--- src/hdl/scw_map.svh ---
// Constants of the supervisor: control bits, defaults and timings
`ifndef SCW_MAP_SVH
`define SCW_MAP_SVH

`define SCW_CLK_PERIOD_NS  4
`define SCW_TICK_US        1000
`define SCW_WAKE_MIN_US    50

`define SCW_B_WD_OFF1      0
`define SCW_B_TRK_LO       2
`define SCW_B_TRK_HI       7
`define SCW_B_SLEEP        8
`define SCW_B_WD_OFF2      9
`define SCW_B_DLY_A        10
`define SCW_B_DLY_B        11
`define SCW_B_WIN_A        12
`define SCW_B_WIN_B        13
`define SCW_B_WD_OFF3      14
`define SCW_B_KICK         15

`define SCW_CTRL_DEFAULT   16'h4dfd

`define SCW_DLY_64MS       8'h40
`define SCW_DLY_32MS       8'h20
`define SCW_DLY_16MS       8'h10
`define SCW_DLY_8MS        8'h08
`define SCW_WIN_128MS      8'h80
`define SCW_WIN_64MS       8'h40
`define SCW_WIN_32MS       8'h20
`define SCW_WIN_16MS       8'h10
`define SCW_SETTLE_MS      2'h2

`endif

--- src/hdl/scw_pkg.sv ---
// Types shared by the supervisor modules
package scw_pkg;

	typedef enum logic [2:0] {
		SCW_WD_OFF,
		SCW_WD_WAIT,
		SCW_WD_CLOSED,
		SCW_WD_OPEN,
		SCW_WD_FAULT
	} scw_wd_state_t;

	typedef struct packed {
		logic [15:0] rx;
		logic [15:0] tx;
		logic [15:0] word;
		logic [5:0]  cnt;
		logic        sclk_d;
		logic        cs_d;
		logic        done;
	} scw_spi_st_t;

	typedef struct packed {
		logic [15:0]      ctrl;
		logic [17:0]      tick_cnt;
		logic [17:0]      wake_cnt;
		logic             powered;
		logic             reg_on;
		logic [2:0]       rst_act;
		logic [2:0][7:0]  rst_cnt;
		scw_wd_state_t    wd;
		logic [7:0]       wd_cnt;
		logic [7:0]       win_len;
		logic             ret1;
		logic             ret2;
		logic             err_l;
		logic             wd_err;
		logic [1:0]       settle;
		logic [5:0]       trk_prev;
		logic             fault_n;
	} scw_top_st_t;

endpackage : scw_pkg

--- src/hdl/scw_sync.sv ---
// Three-stage input synchroniser; a bit changes once stages two and three agree
`timescale 1ns/100ps
module scw_sync #(
	parameter int         W    = 1,
	parameter logic [W-1:0] INIT = '0
) (
	input  wire logic         clk,
	input  wire logic         sys_rst,
	input  wire logic [W-1:0] d,
	output logic      [W-1:0] q
);
	typedef struct packed {
		logic [W-1:0] s1;
		logic [W-1:0] s2;
		logic [W-1:0] s3;
		logic [W-1:0] q;
	} scw_sync_st_t;

	scw_sync_st_t s;
	scw_sync_st_t n;

	always_comb begin
		n    = s;
		n.s1 = d;
		n.s2 = s.s1;
		n.s3 = s.s2;
		// Only the later stages are compared; s1 may still be metastable
		n.q  = (s.s2 & s.s3) | (s.q & (s.s2 | s.s3));
	end

	always_ff @(posedge clk or posedge sys_rst) begin
		if (sys_rst) begin
			s <= '{s1: INIT, s2: INIT, s3: INIT, q: INIT};
		end else begin
			s <= n;
		end
	end

	assign q = s.q;
endmodule : scw_sync

--- src/hdl/scw_serial.sv ---
// Serial port engine: LSB-first shift in and out, word taken on chip select release
`timescale 1ns/100ps
module scw_serial
	import scw_pkg::*;
(
	input  wire logic        clk,
	input  wire logic        sys_rst,
	input  wire logic        sclk,
	input  wire logic        cs_n,
	input  wire logic        di,
	input  wire logic [15:0] diag,
	output logic      [15:0] word,
	output logic             done,
	output logic             sdo,
	output logic             sdo_oe
);
	scw_spi_st_t s;
	scw_spi_st_t n;

	always_comb begin
		n        = s;
		n.done   = 1'b0;
		n.sclk_d = sclk;
		n.cs_d   = cs_n;
		if (s.cs_d && !cs_n) begin
			n.tx  = diag;
			n.cnt = '0;
		end else if (!cs_n) begin
			if (sclk && !s.sclk_d) begin
				n.rx = {di, s.rx[15:1]};
				if (s.cnt != 6'h3f) begin
					n.cnt = s.cnt + 6'h1;
				end
			end
			if (!sclk && s.sclk_d) begin
				// Received bits follow the diagnosis out, so a chain passes words on
				n.tx = {s.rx[15], s.tx[15:1]};
			end
		end else if (!s.cs_d) begin
			// Multiples of 16 bits up to 48 count; the last 16 received are kept
			if (s.cnt != 6'h00 && s.cnt[3:0] == 4'h0) begin
				n.word = s.rx;
				n.done = 1'b1;
			end
		end
	end

	always_ff @(posedge clk or posedge sys_rst) begin
		if (sys_rst) begin
			s <= '{sclk_d: 1'b0, cs_d: 1'b1, default: '0};
		end else begin
			s <= n;
		end
	end

	assign word   = s.word;
	assign done   = s.done;
	assign sdo    = s.tx[0];
	assign sdo_oe = ~s.cs_d;
endmodule : scw_serial

--- src/hdl/scw_top.sv ---
// Supervisor logic: serial control, rail resets, window watchdog, wake and fault pin
//
// Function
// - Rail resets held, released after delay
// - Reset delay 8 ms, selectable 16/32/64
// - Cold start restores default settings
// - First retention flag on main below 2.3V
// - Second retention flag on rail below 1.4V
// - Retention flags cleared after each 16/32/48 bit transfer
// - Fault pin low during any fault but temperature shutdown
// - Watchdog off until enable pattern written
// - Service taken at chip select rise
// - Kick with new timing restarts closed window
// - First closed window after reset delay
// - Watchdog error: fault now, reset later
// - Temperature warning sets error, temp flags
// - Wake by level or 50 us pulse
// - Sleep bit zero powers down if wake low
// - Control word shifted in LSB first
// - Diagnosis shifted out alongside input
// - Chip select frames transfer, output released
// - Daisy chain, 16 bit units
// - Per tracker enable and short report
// - Control word tracker, sleep, kick layout
// - Delay and window field encodings
// - Watchdog on only for pattern 010
// - Diagnosis word layout
`timescale 1ns/100ps
`include "scw_map.svh"
module scw_top
	import scw_pkg::*;
#(
	parameter logic [17:0] TICK_CYCLES = 18'((`SCW_TICK_US * 1000) / `SCW_CLK_PERIOD_NS),
	parameter logic [17:0] WAKE_CYCLES =
		18'((`SCW_WAKE_MIN_US * 1000 + `SCW_CLK_PERIOD_NS - 1) / `SCW_CLK_PERIOD_NS)
) (
	input  wire logic       clk,
	input  wire logic       sys_rst,
	input  wire logic       spi_sclk,
	input  wire logic       spi_cs_n,
	input  wire logic       spi_di,
	output logic            spi_do,
	output logic            spi_do_oe,
	input  wire logic       wake,
	input  wire logic [2:0] rail_ok,
	input  wire logic       main_below_cold,
	input  wire logic       main_below_2v3,
	input  wire logic       second_below_1v4,
	input  wire logic       temp_warn,
	input  wire logic       temp_shutdown,
	input  wire logic [5:0] follower_settled,
	output logic [5:0]      sensor_follower_en,
	output logic            regulators_on,
	output logic            rail_one_reset_n,
	output logic            rail_one_reset_n_oe,
	output logic            rail_two_reset_n,
	output logic            rail_two_reset_n_oe,
	output logic            rail_three_reset_n,
	output logic            rail_three_reset_n_oe,
	output logic            fault_n
);

	////////////////////////////////////////////////////////////////////////////////
	// Field decoding

	function automatic logic [7:0] delay_ms(input logic [15:0] c);
		logic [1:0] f;
		f = {c[`SCW_B_DLY_A], c[`SCW_B_DLY_B]};
		case (f)
			2'h0:    delay_ms = `SCW_DLY_64MS;
			2'h2:    delay_ms = `SCW_DLY_32MS;
			2'h1:    delay_ms = `SCW_DLY_16MS;
			default: delay_ms = `SCW_DLY_8MS;
		endcase
	endfunction : delay_ms

	function automatic logic [7:0] window_ms(input logic [15:0] c);
		logic [1:0] f;
		f = {c[`SCW_B_WIN_A], c[`SCW_B_WIN_B]};
		case (f)
			2'h0:    window_ms = `SCW_WIN_128MS;
			2'h2:    window_ms = `SCW_WIN_64MS;
			2'h1:    window_ms = `SCW_WIN_32MS;
			default: window_ms = `SCW_WIN_16MS;
		endcase
	endfunction : window_ms

	function automatic logic wd_enabled(input logic [15:0] c);
		// Single pattern 0,1,0 on the three off bits; anything else keeps it off
		wd_enabled = !c[`SCW_B_WD_OFF1] && c[`SCW_B_WD_OFF2] && !c[`SCW_B_WD_OFF3];
	endfunction : wd_enabled

	////////////////////////////////////////////////////////////////////////////////
	// Input synchronisers

	localparam int          SYN_W    = 18;
	localparam logic [17:0] SYN_INIT = 18'h00002;
	localparam logic [17:0] TICK_M1  = TICK_CYCLES - 18'h1;
	localparam scw_top_st_t TOP_RST  = '{
		ctrl:    `SCW_CTRL_DEFAULT,
		rst_act: 3'h7,
		wd:      SCW_WD_OFF,
		fault_n: 1'b1,
		default: '0
	};

	logic [SYN_W-1:0] syn_q;
	logic             s_sclk;
	logic             s_cs_n;
	logic             s_di;
	logic             s_wake;
	logic [2:0]       s_rail_ok;
	logic             s_cold;
	logic             s_low1;
	logic             s_low2;
	logic             s_twarn;
	logic             s_tshdn;
	logic [5:0]       s_settled;

	scw_sync #(
		.W    (SYN_W),
		.INIT (SYN_INIT)
	) u_sync (
		.clk     (clk),
		.sys_rst (sys_rst),
		.d       ({follower_settled, temp_shutdown, temp_warn, second_below_1v4,
		           main_below_2v3, main_below_cold, rail_ok, wake, spi_di, spi_cs_n,
		           spi_sclk}),
		.q       (syn_q)
	);

	assign s_sclk    = syn_q[0];
	assign s_cs_n    = syn_q[1];
	assign s_di      = syn_q[2];
	assign s_wake    = syn_q[3];
	assign s_rail_ok = syn_q[6:4];
	assign s_cold    = syn_q[7];
	assign s_low1    = syn_q[8];
	assign s_low2    = syn_q[9];
	assign s_twarn   = syn_q[10];
	assign s_tshdn   = syn_q[11];
	assign s_settled = syn_q[17:12];

	////////////////////////////////////////////////////////////////////////////////
	// Serial port

	scw_top_st_t s;
	scw_top_st_t n;
	logic [15:0] diag;
	logic [15:0] spi_word;
	logic        spi_done;

	scw_serial u_serial (
		.clk     (clk),
		.sys_rst (sys_rst),
		.sclk    (s_sclk),
		.cs_n    (s_cs_n),
		.di      (s_di),
		.diag    (diag),
		.word    (spi_word),
		.done    (spi_done),
		.sdo     (spi_do),
		.sdo_oe  (spi_do_oe)
	);

	////////////////////////////////////////////////////////////////////////////////
	// Derived conditions

	logic       ms_tick;
	logic       kick;
	logic       wd_force;
	logic [5:0] trk_on;
	logic       trk_fault;
	logic       fault_cond;

	assign ms_tick  = (s.tick_cnt == TICK_M1);
	assign kick     = spi_done && spi_word[`SCW_B_KICK];
	assign wd_force = (s.wd == SCW_WD_FAULT) && ms_tick && (s.wd_cnt == 8'h00);
	assign trk_on   = s.ctrl[`SCW_B_TRK_HI:`SCW_B_TRK_LO];
	// An enabled tracker that has not settled after the settle time is a short
	assign trk_fault = (s.settle == 2'h0) && |(trk_on & ~s_settled);
	assign fault_cond = s_twarn | s.wd_err | (s.wd == SCW_WD_FAULT) | s.ret1 | s.ret2 |
		trk_fault;

	// Diagnosis word, latched into the shifter when chip select falls
	assign diag = {s.reg_on, s.wd_err, s.rst_act, (s.wd == SCW_WD_CLOSED), s.ret2, s.ret1,
		trk_on & s_settled, s_twarn, s.err_l};

	////////////////////////////////////////////////////////////////////////////////
	// Next state

	always_comb begin
		n          = s;
		n.tick_cnt = ms_tick ? 18'h0 : s.tick_cnt + 18'h1;

		// Wake: static level or a pulse at least the minimum length
		if (!s_wake) begin
			n.wake_cnt = 18'h0;
		end else if (s.wake_cnt != WAKE_CYCLES) begin
			n.wake_cnt = s.wake_cnt + 18'h1;
		end
		if (!s.ctrl[`SCW_B_SLEEP] && !s_wake) begin
			n.powered = 1'b0;
		end else if (s.wake_cnt == WAKE_CYCLES) begin
			n.powered = 1'b1;
		end
		n.reg_on = s.powered && !s_tshdn;

		// Control word; a cold start keeps the defaults loaded
		if (s_cold) begin
			n.ctrl = `SCW_CTRL_DEFAULT;
		end else if (spi_done) begin
			n.ctrl = spi_word;
		end

		// Rail resets: count whole ticks after the rail is good, so never short
		for (int i = 0; i < 3; i++) begin
			if (!s_rail_ok[i] || wd_force) begin
				n.rst_act[i] = 1'b1;
				n.rst_cnt[i] = delay_ms(s.ctrl);
			end else if (s.rst_act[i] && ms_tick) begin
				if (s.rst_cnt[i] == 8'h00) begin
					n.rst_act[i] = 1'b0;
				end else begin
					n.rst_cnt[i] = s.rst_cnt[i] - 8'h1;
				end
			end
		end

		// Retention flags: a new drop in the clearing cycle wins
		n.ret1   = s_low1 | (s.ret1 & ~spi_done);
		n.ret2   = s_low2 | (s.ret2 & ~spi_done);
		n.wd_err = (s.wd == SCW_WD_FAULT) | (s.wd_err & ~spi_done);
		// Flags cleared by this transfer must not set the error bit again
		n.err_l  = s_twarn | trk_fault | n.wd_err | n.ret1 | n.ret2 | (s.err_l & ~spi_done);

		// Tracker settle timer restarts on any enable change
		n.trk_prev = trk_on;
		if (trk_on != s.trk_prev) begin
			n.settle = `SCW_SETTLE_MS;
		end else if (ms_tick && s.settle != 2'h0) begin
			n.settle = s.settle - 2'h1;
		end

		// Window watchdog
		case (s.wd)
			SCW_WD_OFF: begin
				if (wd_enabled(s.ctrl)) begin
					n.win_len = window_ms(s.ctrl);
					n.wd_cnt  = window_ms(s.ctrl);
					n.wd      = s.rst_act[0] ? SCW_WD_WAIT : SCW_WD_CLOSED;
				end
			end
			SCW_WD_WAIT: begin
				if (!s.rst_act[0]) begin
					n.win_len = window_ms(s.ctrl);
					n.wd_cnt  = window_ms(s.ctrl);
					n.wd      = SCW_WD_CLOSED;
				end
			end
			SCW_WD_CLOSED: begin
				if (kick) begin
					n.wd_cnt = {1'b0, s.win_len[7:1]};
					n.wd     = SCW_WD_FAULT;
				end else if (ms_tick) begin
					if (s.wd_cnt == 8'h00) begin
						n.wd_cnt = s.win_len;
						n.wd     = SCW_WD_OPEN;
					end else begin
						n.wd_cnt = s.wd_cnt - 8'h1;
					end
				end
			end
			SCW_WD_OPEN: begin
				if (kick) begin
					// The kicking word's timing takes effect from this closed window
					n.win_len = window_ms(spi_word);
					n.wd_cnt  = window_ms(spi_word);
					n.wd      = SCW_WD_CLOSED;
				end else if (ms_tick) begin
					if (s.wd_cnt == 8'h00) begin
						n.wd_cnt = {1'b0, s.win_len[7:1]};
						n.wd     = SCW_WD_FAULT;
					end else begin
						n.wd_cnt = s.wd_cnt - 8'h1;
					end
				end
			end
			SCW_WD_FAULT: begin
				if (ms_tick) begin
					if (s.wd_cnt == 8'h00) begin
						n.wd = SCW_WD_WAIT;
					end else begin
						n.wd_cnt = s.wd_cnt - 8'h1;
					end
				end
			end
			default: begin
				n.wd = SCW_WD_OFF;
			end
		endcase
		if (!wd_enabled(s.ctrl)) begin
			// Off clears the counters so a later enable starts a full closed window
			n.wd     = SCW_WD_OFF;
			n.wd_cnt = 8'h00;
		end

		n.fault_n = ~fault_cond;
	end

	////////////////////////////////////////////////////////////////////////////////
	// State register

	always_ff @(posedge clk or posedge sys_rst) begin
		if (sys_rst) begin
			s <= TOP_RST;
		end else begin
			s <= n;
		end
	end

	////////////////////////////////////////////////////////////////////////////////
	// Outputs

	assign sensor_follower_en    = trk_on;
	assign regulators_on         = s.reg_on;
	assign rail_one_reset_n      = 1'b0;
	assign rail_two_reset_n      = 1'b0;
	assign rail_three_reset_n    = 1'b0;
	assign rail_one_reset_n_oe   = s.rst_act[0];
	assign rail_two_reset_n_oe   = s.rst_act[1];
	assign rail_three_reset_n_oe = s.rst_act[2];
	assign fault_n               = s.fault_n;
endmodule : scw_top

--- config.mk ---
export PLATFORM = sky130hd
export DESIGN_NAME = scw_top
export DESIGN_NICKNAME = d
export VERILOG_FILES = /design/src/hdl/scw_pkg.sv /design/src/hdl/scw_sync.sv /design/src/hdl/scw_serial.sv /design/src/hdl/scw_top.sv
export VERILOG_INCLUDE_DIRS = /design/src /design/src/hdl
export SDC_FILE = /design/constraint.sdc
export NUM_CORES = 1
export LEC_CHECK = 0
export ABC_AREA = 1
export BUFFER_PORTS_ARGS = -buffer_cell sky130_fd_sc_hd__buf_2
export CORE_ASPECT_RATIO = 2
export CORE_MARGIN = 5
export CORE_UTILIZATION = 30
export DETAILED_ROUTE_END_ITERATION = 16
export GPL_ROUTABILITY_DRIVEN = 1
export GPL_TIMING_DRIVEN = 0
export PLACE_DENSITY_LB_ADDON = 0.1
export SLEW_MARGIN = 40
export SYNTH_ARGS = -nofsm -noshare
export SYNTH_HDL_FRONTEND = slang
export SYNTH_SLANG_ARGS = --single-unit
--- constraint.sdc ---
create_clock -name clk -period 12.76 [get_ports clk]
set_clock_uncertainty 0.05 [all_clocks]
set_input_delay 2.552 -clock clk [delete_from_list [all_inputs] [get_ports clk]]
set_output_delay 2.552 -clock clk [all_outputs]
set_load 0.03 [all_outputs]
## Word-level counts from Yosys, hierarchy flattened

Cells that the tools add are included.

- Add/subtract/negate cells: 8
- Multipliers: 0
- Div/mod/pow operators: 0
- $lt $le $gt $ge: 0
- Equal/unequal tests: 32
- Shift operators: 0
- Mux-type cells: 60
- Bitwise operators: 29
- Reduce and logical (&&, ||, !) cells: 69

Operators with widths:

| kind | number |
|---|---|
| $mux W8 | 13 |
| $pmux W8 S3 | 3 |
| $mux W11 | 6 |
| $mux W18 | 3 |
| $mux W16 | 3 |
| $pmux W8 S5 | 1 |
| $mux W19 | 2 |
| $add A18 B1 Y18 const B | 2 |
| $and A18 B18 Y18 | 2 |
| $or A18 B18 Y18 | 2 |
| $logic_not A8 Y1 | 4 |
| $sub A8 B1 Y8 const B | 4 |
| $mux W15 | 2 |
| $reduce_bool A2 Y1 | 13 |
| $mux W6 | 4 |
| $pmux W7 S3 | 1 |
| $eq A18 B14 Y1 const B | 1 |
| $eq A18 B18 Y1 const B | 1 |
| $ne A18 B14 Y1 const B | 1 |
| $logic_and A1 B1 Y1 | 16 |
| $ne A4 B4 Y1 const B | 4 |
| $mux W1 | 15 |
| $pmux W3 S5 | 1 |
| $ne A2 B2 Y1 const B | 7 |
| other kinds (32) | 87 |

- Register bits: 241
- Latch bits: 0
- Bits in writable memories: 0
- Bits in read-only memories: 0
- Output and inout port bits: 16
- Memories kept: 0

## Longest topological paths before layout

- Depth in word-level cells: 9
- Gate-level depth with buffers: 12

## By module

From an unflattened synthesis, not the netlist that was laid out.

- Cells, all modules: 1319
- Area total of the unflattened synthesis: 11265.8 µm²

By module, submodules not included:

| module | times used | cells each | area an instance (µm²) | seq. area each (µm²) |
|---|---|---|---|---|
| scw_top | 1 | 867 | 6426.2 | 2696.3 |
| scw_serial | 1 | 289 | 2601.2 | 1427.6 |
| scw_sync | 1 | 163 | 2238.4 | 1806.7 |

## Least setup slack after synthesis

OpenSTA, ideal clock, no wires.

- Kind: register -> output
- Start point: register s (netlist bit sensor_follower_en[0])
- End point: output sensor_follower_en[0]
- Arrival time: 0.696 ns
- Path slack: 9.462 ns
- Stages on the path, launching flop included: 2
- Buffers on the path: 1
- Cell sequence: dfstp_2 buf_4

RTL lines:

| item | line | source |
|---|---|---|
| from (decl) | scw_top.sv:147 | `scw_top_st_t s;` |
| from (signal assigned) | scw_top.sv:318 | `s <= n;` |
| to (decl) | scw_top.sv:52 | `output logic [5:0] sensor_follower_en,` |

No word-level cell between the ends.

## Final worst setup path

- Start point: register s (netlist bit sensor_follower_en[4])
- End point: output sensor_follower_en[4]

No word-level cell between the ends.

==> summary.md <==
| Metric | Value |
|---|---|
| Result of the run | `completed` |
| CTS Buf Count | `24` |
| Top cell type's share of synthesized area | `50.86%` |
| Power Dens Cells | `140.7 mW/mm2` |
| Iter 0 DRT Violations | `347` |
| Final RePlAce weighted congestion | `0.8039` |
| Remaining global-route overflow | `0` |
| Worst slew pin tran | `0.7527 ns` |
| WS Path Type | `reg2out` |
| Total number of vias | `7,963` |
| Max incr delay on CP | `0.61 ns` |
| Number of diodes | `0` |
| H-tree levels | `1` |
| Total Wirelength | `26.70 mm` |
| Initial antenna violation count | `0` |
| Remaining DRCs | `0` |
| Initial Util | `30.27%` |
| Number of fill cells | `3,673` |
| Synth top cells by count | `nand2_1, dfrtp_1, inv_1` |
| RSZ-0062 raised after global routing | `no` |
| Crit path max-delay cell type | `dfstp_2` |
| Die Ht | `275.6 um` |
| Clk Latency, worst-skew pair | `0.54 ns` |
| Critical Path AT | `1.46 ns` |
| Num ports | `36` |
| Worst setup path startpoint | `sensor_follower_en[4]$_DFFE_PP1P_` |
| Finished Core Util | `34.78%` |
| Core area | `0.03495 mm2` |
| Resized Gates After CTS | `0` |
| Worst-path clk slew | `0.06 ns` |
| Most area-consuming cells after synthesis | `dfrtp_1, nand2_1, dfstp_2, inv_1, nor2_1` |
| Syn Area/Cell | `8.845 um2` |
| WP buf/inv | `2` |
| Number of synthesized flops with an enable pin | `0` |
| CP Cell Sequence | `buf_4 > buf_2` |
| Hold_sp | `u_sync.n[47]$_DFF_PP0_` |
| Die area | `0.03935 mm2` |
| Drt via density | `4.624` |
| Worst Setup End Kind | `output port` |
| Most used DFF post-synth | `dfrtp_1` |
| Layout cell share with drive strength beyond 1 | `11.04%` |
| WL per Instance | `15.50 um` |
| Area grow syn2layout | `14.93%` |
| Root buffer cell | `clkbuf_16` |
| Worst path required time | `10.16 ns` |
| Sequential fraction of the synthesis area | `55.82%` |
| Worst Setup Start Kind | `register` |
| Synth cell types | `43` |
| Final #Nets | `1,293` |
| Leak Pwr | `5.840 nW` |
| Drt pass-1 iters | `5` |
| Max FO, Critical Path | `5` |
| Cell Area, Synth | `0.01058 mm2` |
| CTS sink cnt | `235` |
| Max Cap Viol | `0` |
| Min-delay worst type | `reg2reg` |
| Setup TNS | `0 ns` |
| Max Clk Rate | `246.2 MHz` |
| Final hold violation count | `0` |
| Worst slew margin | `49.35%` |
| Gr usage total | `14.07%` |
| TritonCTS clock tree | `built` |
| Register bit count reported by yosys | `235` |
| Final Critical Period | `4.062 ns` |
| Die Width | `142.8 um` |
| Max clock buf depth | `3` |
| Placed wire-length estimate | `19.97 mm` |
| Antenna-violating nets left | `0` |
| Max Slew Vio Count | `0` |
| Synthesis Warnings | `0` |
| CP top delay family | `flip-flops` |
| Gate count of the mapped netlist | `1,196` |
| Most common cell in the synthesized netlist | `nand2_1` |
| Post-synth ARST share | `100.0%` |
| Max VDD drop | `112.1 uV` |
| First-pass GRT wire length | `44.11 mm` |
| # hold bufs at CTS | `0` |
| # setup viols final | `0` |
| Post-CTS setup buffer count | `0` |
| Final worst-path cycle share | `31.83%` |
| Vias in the first global route | `8,353` |
| Core Rows | `97` |
| Pwr Total | `1.710 mW` |
| Yosys top cell by area | `dfrtp_1` |
| R2r startpoint | `s[29]$_DFFE_PP0P_` |
| PortBufs | `32` |
| Largest net degree at the start of global routing | `80` |
## power breakdown
group / switching [mW] / internal (mW) / leakage (nW)
Sequential: 0.0457 / 0.805 / 2.91
Combinational: 0.108 / 0.0654 / 2.56
Clock: 0.299 / 0.388 / 0.365
## metal layers
layer	global-route usage, %	wire (um)	vias to the layer above
met4	5.809	975	0
li1	-	-	3976
met1	14.64	9681	3827
met3	1.664	750	50
met5	0	0	-
met2	27.75	15290	110
## worst paths after layout
check / to / slack [ns] / cells past startpoint
worst max-delay path: sensor_follower_en[4] / 8.70 / 2
worst min-delay path: u_sync.n[29]$_DFF_PP0_ / 0.30 / 0
worst max register to register: s[28]$_DFFE_PP0P_ / 10.50 / 9
worst min register to register: u_sync.n[29]$_DFF_PP0_ / 0.30 / 0
max in group asynchronous: s[105]$_DFFE_PP1P_ / 9.64 / 4
min in group asynchronous: u_sync.s[18]$_DFF_PP0_ / 1.91 / 2
## layout by cell type, fill, tap and decap left out, types with 19 or more instances in the layout
master | synthesis | final
nand2_1 | 276 | 276
dfrtp_1 | 215 | 215
inv_1 | 139 | 138
nor2_1 | 123 | 122
nand3_1 | 92 | 92
o21ai_0 | 76 | 76
a21oi_1 | 40 | 40
buf_2 | 5 | 37
clkbuf_16 | 0 | 24
xor2_1 | 23 | 23
clkbuf_1 | 12 | 21
dfstp_2 | 20 | 20
nand4_1 | 19 | 19
nor3_1 | 20 | 19
## cells by family (layout without fill, tap and decap cells)
group	count (synthesis)	count (layout)	share of synthesized area [%]
AOI/OAI and AO/OA	150	150	7.747
xor gates and xnor gates	35	35	2.898
adders and majority gates	32	32	3.359
buffers and inverters	177	256	6.872
DFF	235	235	55.82
other	1	3	0.03545
and+or+nand+nor	566	566	23.26
## final cells by class
class,instances,area (um2),area share [%]
inverter,148,563.0,4.631
tap,445,556.8,4.580
sequential,235,5906,48.57
clock inverter,8,81.33,0.6689
buffer,29,171.4,1.410
clock buffer,36,675.6,5.557
timing repair buffer,35,242.7,1.997
multi-input combinational,786,3961,32.58
## flip-flops by register name (all words and copies together) (netlist names), 4 cells and up
name / flops
sensor_follower_en: 6
u_sync.q: 18
u_serial.word: 15
u_serial.s: 39
diag: 4
u_sync.n: 36
s: 92
u_sync.s: 18
## through the flow
step	area (um2)	hold WS [ns]	instances	setup WS, ns
after floorplan	10590	0.2812	1198	3.745
after global placement	11300	0.2817	1675	0.6372
after detailed placement	11400	0.2847	1678	9.063
after CTS	12160	0.2998	1722	8.655
after global routing	12160	0.3056	1722	8.621
final	12160	0.2965	1722	8.698
No activity file was read; power rests on OpenSTA's default activity.
